**config.mk**
```make
export PLATFORM = sky130hd
export DESIGN_NAME = mcr_modem_cfg
export DESIGN_NICKNAME = d
export VERILOG_FILES = /design/src/core/mcr_modem_cfg.v /design/src/core/mcr_rate_gen.v
export VERILOG_INCLUDE_DIRS = /design/src /design/src/core
export SDC_FILE = /design/constraint.sdc
export NUM_CORES = 1
export LEC_CHECK = 0
export BUFFER_PORTS_ARGS = -buffer_cell sky130_fd_sc_hd__buf_2
export CAP_MARGIN = 15
export CORE_ASPECT_RATIO = 1.2
export CORE_MARGIN = 1
export CORE_UTILIZATION = 50
export CTS_CLUSTER_DIAMETER = 120
export CTS_CLUSTER_SIZE = 28
export DETAILED_ROUTE_END_ITERATION = 12
export GPL_TIMING_DRIVEN = 0
export HOLD_SLACK_MARGIN = 0.08
export PLACE_DENSITY = 0.69
export SYNTH_ARGS = -nofsm -noshare
export SYNTH_HDL_FRONTEND = slang
export SYNTH_HIERARCHICAL = 1
export SYNTH_SLANG_ARGS = --single-unit
export TNS_END_PERCENT = 30
```
**constraint.sdc**
```tcl
create_clock -name clk -period 3.6 [get_ports clk]
set_clock_uncertainty 0.1 [all_clocks]
set_input_delay 0.36 -clock clk [delete_from_list [all_inputs] [get_ports clk]]
set_output_delay 0.36 -clock clk [all_outputs]
set_load 0.01 [all_outputs]
```
**src/core/mcr_defs.vh**
```
/*
 * Constants of the modem configuration register bank: register offsets,
 * field positions, reset values, write masks and format codes.
 * Assumes it is included by bare name from files under core/.
 */
`ifndef MCR_DEFS_VH
`define MCR_DEFS_VH

`define MCR_ADDR_W 6
`define MCR_OFS_RATE_EXP 6'h10
`define MCR_OFS_RATE_MANT 6'h11
`define MCR_OFS_MOD_SYNC 6'h12
`define MCR_OFS_PREAMBLE 6'h13

`define MCR_RST_RATE_EXP 8'h8c
`define MCR_RST_RATE_MANT 8'h22
`define MCR_RST_MOD_SYNC 8'h02
`define MCR_RST_PREAMBLE 8'h22

`define MCR_MASK_RATE_EXP 8'hff
`define MCR_MASK_RATE_MANT 8'hff
`define MCR_MASK_MOD_SYNC 8'hff
`define MCR_MASK_PREAMBLE 8'hf3

`define MCR_EXP_MSB 3
`define MCR_EXP_LSB 0
`define MCR_MOD_MSB 6
`define MCR_MOD_LSB 4
`define MCR_MANCH_BIT 3
`define MCR_SYNC_MSB 2
`define MCR_SYNC_LSB 0
`define MCR_PRE_MSB 6
`define MCR_PRE_LSB 4

`define MCR_MOD_2FSK 3'h0
`define MCR_MOD_GFSK 3'h1
`define MCR_MOD_OOK 3'h3
`define MCR_MOD_4FSK 3'h4

`define MCR_SYNC_NONE 3'h0
`define MCR_SYNC_16 3'h1
`define MCR_SYNC_32 3'h3

`define MCR_SRC_ASYNC 2'h3

`define MCR_MANT_HIDDEN 9'h100
`define MCR_ACC_W 28

`endif

```
**src/core/mcr_modem_cfg.v**
```verilog
/*
 * Modem configuration register bank of the baseband modulator: symbol rate
 * mantissa and exponent, modulation format, Manchester enable, sync-word
 * length and minimum preamble length, plus the decoded controls that the
 * modulator and packet engine use.
 * Assumes a synchronous register port driven by the device's serial
 * interface logic, and a packet-format field supplied by the packet
 * control registers elsewhere in the device.
 */
// Notes on behaviour
// RULE_01 - Rate exponent sits in bits 3:0 of first register, resets to twelve, read/write.
// RULE_02 - Stored eight-bit mantissa gains a hidden ninth bit of one.
// RULE_03 - Symbol rate equals clock times (256 + mantissa) times 2^exponent over 2^28.
// RULE_04 - Bits 6:4 select 2-FSK, GFSK, OOK or 4-FSK; others reserved; reset 2-FSK.
// RULE_05 - Bit 3 enables Manchester; software clears it for 4-FSK or asynchronous mode.
// RULE_06 - Bits 2:0 select no sync, 16-bit or 32-bit sync; reset is reserved 010.
// RULE_07 - Preamble field 6:4 gives 2,3,4,6,8,12,16,24 bytes; resets to four bytes.
// RULE_08 - Packet format three takes transmit data from general pin zero, not FIFO.
// RULE_09 - Software avoids reserved selector codes; their effect is left undefined.
`timescale 1ns/1ps
`include "mcr_defs.vh"

module mcr_modem_cfg #(
	parameter ACC_W = `MCR_ACC_W
) (
	input wire clk,
	input wire rst,
	input wire [`MCR_ADDR_W-1:0] reg_addr,
	input wire reg_wr,
	input wire [7:0] reg_wdata,
	input wire reg_rd,
	output reg [7:0] reg_rdata,
	output reg reg_hit,
	input wire [1:0] tx_data_source,
	input wire gp_pin_zero,
	input wire fifo_tx_bit,
	output reg [3:0] rate_exponent,
	output reg [7:0] rate_mantissa,
	output reg [2:0] modulation_select,
	output reg mod_reserved,
	output reg manchester_active,
	output reg sync_enable,
	output reg [5:0] sync_word_bits,
	output reg sync_reserved,
	output reg [4:0] preamble_bytes,
	output reg tx_async_mode,
	output reg tx_bit,
	output wire symbol_tick
);
	reg [7:0] rate_exp_cfg;
	reg [7:0] rate_mant_cfg;
	reg [7:0] mod_sync_cfg;
	reg [7:0] preamble_cfg;
	reg [7:0] next_rdata;
	reg next_hit;
	wire [2:0] mod_field;
	wire [2:0] sync_field;
	wire async_sel;

	function [4:0] preamble_count;
		input [2:0] code;
		begin
			case (code)
				3'h0: preamble_count = 5'h02;
				3'h1: preamble_count = 5'h03;
				3'h2: preamble_count = 5'h04;
				3'h3: preamble_count = 5'h06;
				3'h4: preamble_count = 5'h08;
				3'h5: preamble_count = 5'h0c;
				3'h6: preamble_count = 5'h10;
				default: preamble_count = 5'h18;
			endcase
		end
	endfunction

	function [5:0] sync_length;
		input [2:0] code;
		begin
			case (code)
				`MCR_SYNC_16: sync_length = 6'h10;
				`MCR_SYNC_32: sync_length = 6'h20;
				default: sync_length = 6'h00;
			endcase
		end
	endfunction

	function mod_is_reserved;
		input [2:0] code;
		begin
			case (code)
				`MCR_MOD_2FSK, `MCR_MOD_GFSK, `MCR_MOD_OOK, `MCR_MOD_4FSK: mod_is_reserved = 1'b0;
				default: mod_is_reserved = 1'b1;
			endcase
		end
	endfunction

	function sync_is_reserved;
		input [2:0] code;
		begin
			case (code)
				`MCR_SYNC_NONE, `MCR_SYNC_16, `MCR_SYNC_32: sync_is_reserved = 1'b0;
				default: sync_is_reserved = 1'b1;
			endcase
		end
	endfunction

	// Manchester coding cannot pair with four-level FSK or with the asynchronous pin path.
	function manchester_allowed;
		input [2:0] mod_code;
		input async_path;
		begin
			manchester_allowed = (mod_code != `MCR_MOD_4FSK) && !async_path;
		end
	endfunction

	assign mod_field = mod_sync_cfg[`MCR_MOD_MSB:`MCR_MOD_LSB];
	assign sync_field = mod_sync_cfg[`MCR_SYNC_MSB:`MCR_SYNC_LSB];
	assign async_sel = (tx_data_source == `MCR_SRC_ASYNC);

	// Register writes; the unused bits 3:2 of the preamble register are masked so they read zero.
	always @(posedge clk) begin
		if (rst) begin
			rate_exp_cfg <= `MCR_RST_RATE_EXP; // RULE_01
			rate_mant_cfg <= `MCR_RST_RATE_MANT;
			mod_sync_cfg <= `MCR_RST_MOD_SYNC; // RULE_04 RULE_05 RULE_06
			preamble_cfg <= `MCR_RST_PREAMBLE; // RULE_07
		end else if (reg_wr) begin
			case (reg_addr)
				`MCR_OFS_RATE_EXP: rate_exp_cfg <= reg_wdata & `MCR_MASK_RATE_EXP; // RULE_01
				`MCR_OFS_RATE_MANT: rate_mant_cfg <= reg_wdata & `MCR_MASK_RATE_MANT;
				`MCR_OFS_MOD_SYNC: mod_sync_cfg <= reg_wdata & `MCR_MASK_MOD_SYNC;
				`MCR_OFS_PREAMBLE: preamble_cfg <= reg_wdata & `MCR_MASK_PREAMBLE;
				default: rate_exp_cfg <= rate_exp_cfg;
			endcase
		end
	end

	// Reads have no side effects; an unmapped address answers zero with reg_hit low.
	always @* begin
		next_rdata = 8'h00;
		next_hit = 1'b1;
		case (reg_addr)
			`MCR_OFS_RATE_EXP: next_rdata = rate_exp_cfg;
			`MCR_OFS_RATE_MANT: next_rdata = rate_mant_cfg;
			`MCR_OFS_MOD_SYNC: next_rdata = mod_sync_cfg;
			`MCR_OFS_PREAMBLE: next_rdata = preamble_cfg;
			default: next_hit = 1'b0;
		endcase
	end

	always @(posedge clk) begin
		if (rst) begin
			reg_rdata <= 8'h00;
			reg_hit <= 1'b0;
		end else if (reg_rd) begin
			reg_rdata <= next_rdata;
			reg_hit <= next_hit;
		end
	end

	// Decoded controls are registered so every output comes from a flip-flop;
	// the cost is one clock of latency after a register write.
	always @(posedge clk) begin
		if (rst) begin
			rate_exponent <= 4'h0;
			rate_mantissa <= 8'h00;
		end else begin
			rate_exponent <= rate_exp_cfg[`MCR_EXP_MSB:`MCR_EXP_LSB]; // RULE_01
			rate_mantissa <= rate_mant_cfg; // RULE_02
		end
	end

	// Modulation format and the Manchester enable that depends on it.
	always @(posedge clk) begin
		if (rst) begin
			modulation_select <= 3'h0;
			mod_reserved <= 1'b0;
			manchester_active <= 1'b0;
		end else begin
			modulation_select <= mod_field; // RULE_04
			// Reserved codes are flagged, not corrected; their effect stays undefined.
			mod_reserved <= mod_is_reserved(mod_field); // RULE_09
			// Manchester is held off as a guard if software breaks its side of the deal.
			manchester_active <= mod_sync_cfg[`MCR_MANCH_BIT] &&
				manchester_allowed(mod_field, async_sel); // RULE_05
		end
	end

	// Sync word and preamble length for the packet engine.
	always @(posedge clk) begin
		if (rst) begin
			sync_enable <= 1'b0;
			sync_word_bits <= 6'h00;
			sync_reserved <= 1'b0;
			preamble_bytes <= 5'h00;
		end else begin
			sync_enable <= (sync_field != `MCR_SYNC_NONE); // RULE_06
			sync_word_bits <= sync_length(sync_field); // RULE_06
			// The reset code is reserved, so this flag stays up until software reprograms it.
			sync_reserved <= sync_is_reserved(sync_field); // RULE_09
			preamble_bytes <= preamble_count(preamble_cfg[`MCR_PRE_MSB:`MCR_PRE_LSB]); // RULE_07
		end
	end

	// Transmit data path; the selected source is resampled every clock,
	// which adds one clock of delay between the pin and the modulator.
	always @(posedge clk) begin
		if (rst) begin
			tx_async_mode <= 1'b0;
			tx_bit <= 1'b0;
		end else begin
			tx_async_mode <= async_sel; // RULE_08
			tx_bit <= async_sel ? gp_pin_zero : fifo_tx_bit; // RULE_08
		end
	end

	// The generator reads the stored fields directly, so a rate write reaches the
	// accumulator one clock before the decoded rate copies show it.
	mcr_rate_gen #(
		.ACC_W(ACC_W)
	) u_rate (
		.clk(clk),
		.rst(rst),
		.rate_mantissa(rate_mant_cfg),
		.rate_exponent(rate_exp_cfg[`MCR_EXP_MSB:`MCR_EXP_LSB]),
		.symbol_tick(symbol_tick)
	);
endmodule

```
**src/core/mcr_rate_gen.v**
```verilog
/*
 * Symbol-rate strobe generator: a phase accumulator that advances by the
 * floating-point rate word each clock and pulses on every wrap of 2^28.
 * Assumes clk is the crystal-derived clock and the rate fields are stable
 * registers from the configuration bank.
 */
`timescale 1ns/1ps
`include "mcr_defs.vh"

module mcr_rate_gen #(
	parameter ACC_W = `MCR_ACC_W
) (
	input wire clk,
	input wire rst,
	input wire [7:0] rate_mantissa,
	input wire [3:0] rate_exponent,
	output reg symbol_tick
);
	reg [ACC_W-1:0] phase;
	wire [ACC_W:0] step;
	wire [ACC_W:0] sum;

	// The hidden ninth mantissa bit is added here so software only stores eight bits.
	assign step = {{(ACC_W-8){1'b0}}, `MCR_MANT_HIDDEN | {1'b0, rate_mantissa}} << rate_exponent; // RULE_02
	assign sum = {1'b0, phase} + step;

	always @(posedge clk) begin
		if (rst) begin
			phase <= {ACC_W{1'b0}};
			symbol_tick <= 1'b0;
		end else begin
			phase <= sum[ACC_W-1:0];
			symbol_tick <= sum[ACC_W]; // RULE_03
		end
	end
endmodule

```
==> out/qor_table.md <==
| Group | Result | Value |
|---|---|---|
| critical path | Worst EP required | 3.73 ns |
| clocking | Clock-pin slew on the worst setup and hold paths | 0.07 ns |
| routing | Routed wire length | 13,300 µm |
| clocking | Root buffer selected by CTS | clkbuf_16 |
| clocking | Number of buffers between clock root and the deepest sink | 2 |
| timing | Relative max-transition margin | 0.601 |
| synth | Count of cell types in the netlist | 72 |
| routing | Post-route DRC violation count | 0 |
| clocking | CTS Hold Buffers Added | 0 |
| cells and area | Final Util | 0.603 |
| synth | Synthesized netlist cell count | 585 |
| routing | Total iterations of the first detailed-routing run | 4 |
| synth | Syn Std Cell Area | 5220 µm² |
| timing | Smallest hold slack | 0.136 ns |
| routing | DRC marker count from the first detailed-route iteration | 228 |
| critical path | Longest individual stage delay on the worst path | 0.53 ns |
| global routing | Initial antenna violation count | 0 |
| synth | Mean cell area of the mapped netlist | 8.92 µm² |
| routing | Detail-routed net length per standard cell | 16.9 µm |
| clocking | Later-pin clock latency in the skew report | 0.34 ns |
| synth | Proportion of synthesized chip area in sequential cells | 0.368 |
| cells and area | Post-layout net count | 704 |
| timing | Slew @ Worst Pin | 0.599 ns |
| cells and area | Highest-count cells in the layout ignoring fill and taps | dfxtp_1, buf_2, nor2_1 |
| synth | Number of flip-flops and latches in the synthesized netlist | 96 |
| routing | Post-DRT Antenna Nets | 0 |
| placed design | Quantity of I/O buffers inserted on ports | 58 |
| timing | Period Utilization, post-route | 0.976 |
| power and ir drop | PD cells | 389 nW/µm² |
| synth | Number of synthesized flops with an enable pin | 0 |
| global routing | First-pass GRT wire length | 21,900 µm |
| hold path | Hold/Removal Path Class | input port to register |
| floorplan | Die Footprint | 10,900 µm² |
| floorplan | Num rows | 40 |
| clocking | Clock tree from TritonCTS | done |
| global routing | Largest net degree at the start of global routing | 16 |
| cells and area | Area grow syn2layout | 16.2% |
| synth | Most used flip-flop cell after synthesis | dfxtp_1 |
| timing | Final setup slack of the worst path | 0.0869 ns |
| floorplan | Starting Density | 0.519 |
| routing | Count of vias placed by the detailed router | 4,548 |
| power and ir drop | Max VDD drop | 0.000305 V |
| routing | Via count normalized by instance count | 5.77 |
| floorplan | Top-level port count | 64 |
| placed design | Worst setup timing slack at the placement stage | -0.277 ns |
| timing | Hold violation count in the final report | 0 |
| global routing | Number of global-route vias before repair | 4,634 |
| global routing | Total track usage | 0.263 |
| cells and area | Final design instance area without fill | 6070 µm² |
| floorplan | Area inside the core boundary | 10,100 µm² |
| cells and area | Most common cell after layout, fill and taps aside | dfxtp_1 |
| placed design | Weighted congestion at the end of routability-driven global placement | 0.884 |
| floorplan | Die Height | 114 µm |
| timing | Setup-failing EPs final | 0 |
| placed design | Cell area after placement | 5680 µm² |
| timing | Fmax | 285 MHz |
| critical path | Arrival @ worst endpoint | 3.64 ns |
| clocking | Num Clock Sinks | 96 |
| placed design | Detail Placement HPWL | 10,200 µm |
| status | Outcome | completed |
| critical path | Kind of end point of the critical path | register |
| synth | Synthesis Warnings | 6 |
| timing | Count of pins over their slew limit | 0 |
| global routing | Total grt overflow | 0 |
| timing | RSZ-0062 raised after global routing | true |
| critical path | Crit start category | register |
| power and ir drop | Leakage component of the power | 0.00251 µW |
| run | Max Cap Viol | 0 |
| power and ir drop | Total power of the final layout | 2360 µW |
| floorplan | X dimension of the die | 95.3 µm |
| clocking | CTS HTree Levels | 3 |
| cells and area | Number of antenna repair diodes | 0 |
| synth | FFs w/ async S/R, synth | 0 |
| clocking | Number of buffers added by the clock tree synthesis step | 9 |
| critical path | Biggest fanout along the worst timing path | 9 |
| timing | Final period demand of the worst path | 3.51 ns |
| critical path | Slowest CP cell | mux4_2 |
| cells and area | Fraction of final layout cells with drive strength greater than 1 | 0.196 |
| critical path | Ordered cell list for the critical path | mux4_2, nand2_1, o21ai_0, and2_1, ha_1, clkbuf_1, a21oi_1, o21ai_1, a2111oi_1, nor2_1, a41oi_1, mux2_1 |
| critical path | Kind of critical path | register to register |
-- flip-flops by register name (all words and copies together), names as in the netlist, 2 cells and up --
signal             count
preamble_bytes         5
modulation_select      3
sync_word_bits         2
rate_mantissa          8
preamble_cfg           6
mod_sync_cfg           8
rate_exp_cfg           8
u_rate/phase          28
reg_rdata              8
rate_exponent          4
rate_mant_cfg          8
-- cell usage after synthesis (5+ instances only) --
cell type | n | area share
dfxtp_1 | 96 | 0.37
nor2_1 | 52 | 0.037
a21oi_1 | 44 | 0.042
nand2_1 | 39 | 0.028
nor2b_1 | 30 | 0.036
o21ai_0 | 30 | 0.029
ha_1 | 24 | 0.058
mux2i_1 | 22 | 0.042
nand2b_1 | 22 | 0.026
nand3_1 | 21 | 0.020
clkbuf_1 | 19 | 0.014
nor3_1 | 15 | 0.014
inv_1 | 13 | 0.0094
xnor2_1 | 11 | 0.018
buf_2 | 9 | 0.0086
mux4_2 | 9 | 0.039
a22o_1 | 8 | 0.013
and3_1 | 6 | 0.0072
nand4_1 | 6 | 0.0072
a211o_1 | 5 | 0.0084
a21boi_0 | 5 | 0.0072
xor2_1 | 5 | 0.0084
-- power by group --
part           switching [µW]  internal (µW)
Clock                     403            609
Combinational             147            100
Sequential               11.5           1090
Total                     561           1800
-- kinds of logic (layout without fill, tap and decap cells) --
group,after synthesis,count (layout),synth area share
AO/OA/AOI/OAI,147,147,0.190
XOR/XNOR,16,16,0.0269
adder cells (fa/ha/maj),25,25,0.0614
buffers and inverters,50,124,0.0439
flip-flops,96,96,0.368
multiplexers,38,38,0.0969
other,1,4,0.000719
AND/OR/NAND/NOR,212,212,0.212
-- metal layers --
layer / part of all wire / global-route usage
met4: 0.030 / 0.132
met2: 0.53 / 0.476
met3: 0.032 / 0.0387
met1: 0.41 / 0.293
met5: 0 / 0
-- layout make-up --
type / count / area, µm²
well taps: 126 / 158
fillers: 926 / 3990
clock inverters: 5 / 81.3
flip-flops and latches: 96 / 1930
inverters: 13 / 48.8
plain buffers: 36 / 184
repair buffers: 59 / 298
clock buffers: 11 / 233
multi-input cells: 442 / 3140
-- worst max-delay path: cells and delay by family (launching register included) --
family                   cells  cell delay, ns
AND/OR/NAND/NOR              3            0.39
flip-flops                   1            0.41
adder cells (fa/ha/maj)      1            0.27
buffers and inverters        1            0.18
AO/OA/AOI/OAI                5            1.21
multiplexers                 2            0.87
-- through the flow --
stage / cells / setup TNS [ns]
after detailed placement: 772 / -1.41
after floorplan: 588 / 0
final: 788 / 0
after global placement: 772 / -0.737
after CTS: 787 / 0
after global routing: 788 / -0.273
-- timing repair --
action / 4_1_cts / 5_1_grt
cloned: 0 / 0
hold endpoints to repair: 0 / 0
gates resized for setup: 6 / 18
pin swaps: 0 / 5
buffers inserted: 0 / 1
setup endpoints to repair: 11 / 12
-- final timing paths --
path / slack [ns] / cells past startpoint / to / startpoint
worst max register to register: 0.09 / 12 / u_rate/phase[25] / rate_exp_cfg[0]
worst max-delay path: 0.09 / 12 / u_rate/phase[25] / rate_exp_cfg[0]
worst min-delay path: 0.14 / 2 / manchester_active / tx_data_source[1]
worst min register to register: 0.38 / 1 / reg_rdata[1] / reg_rdata[1]
No activity file was read; power rests on OpenSTA's default activity.
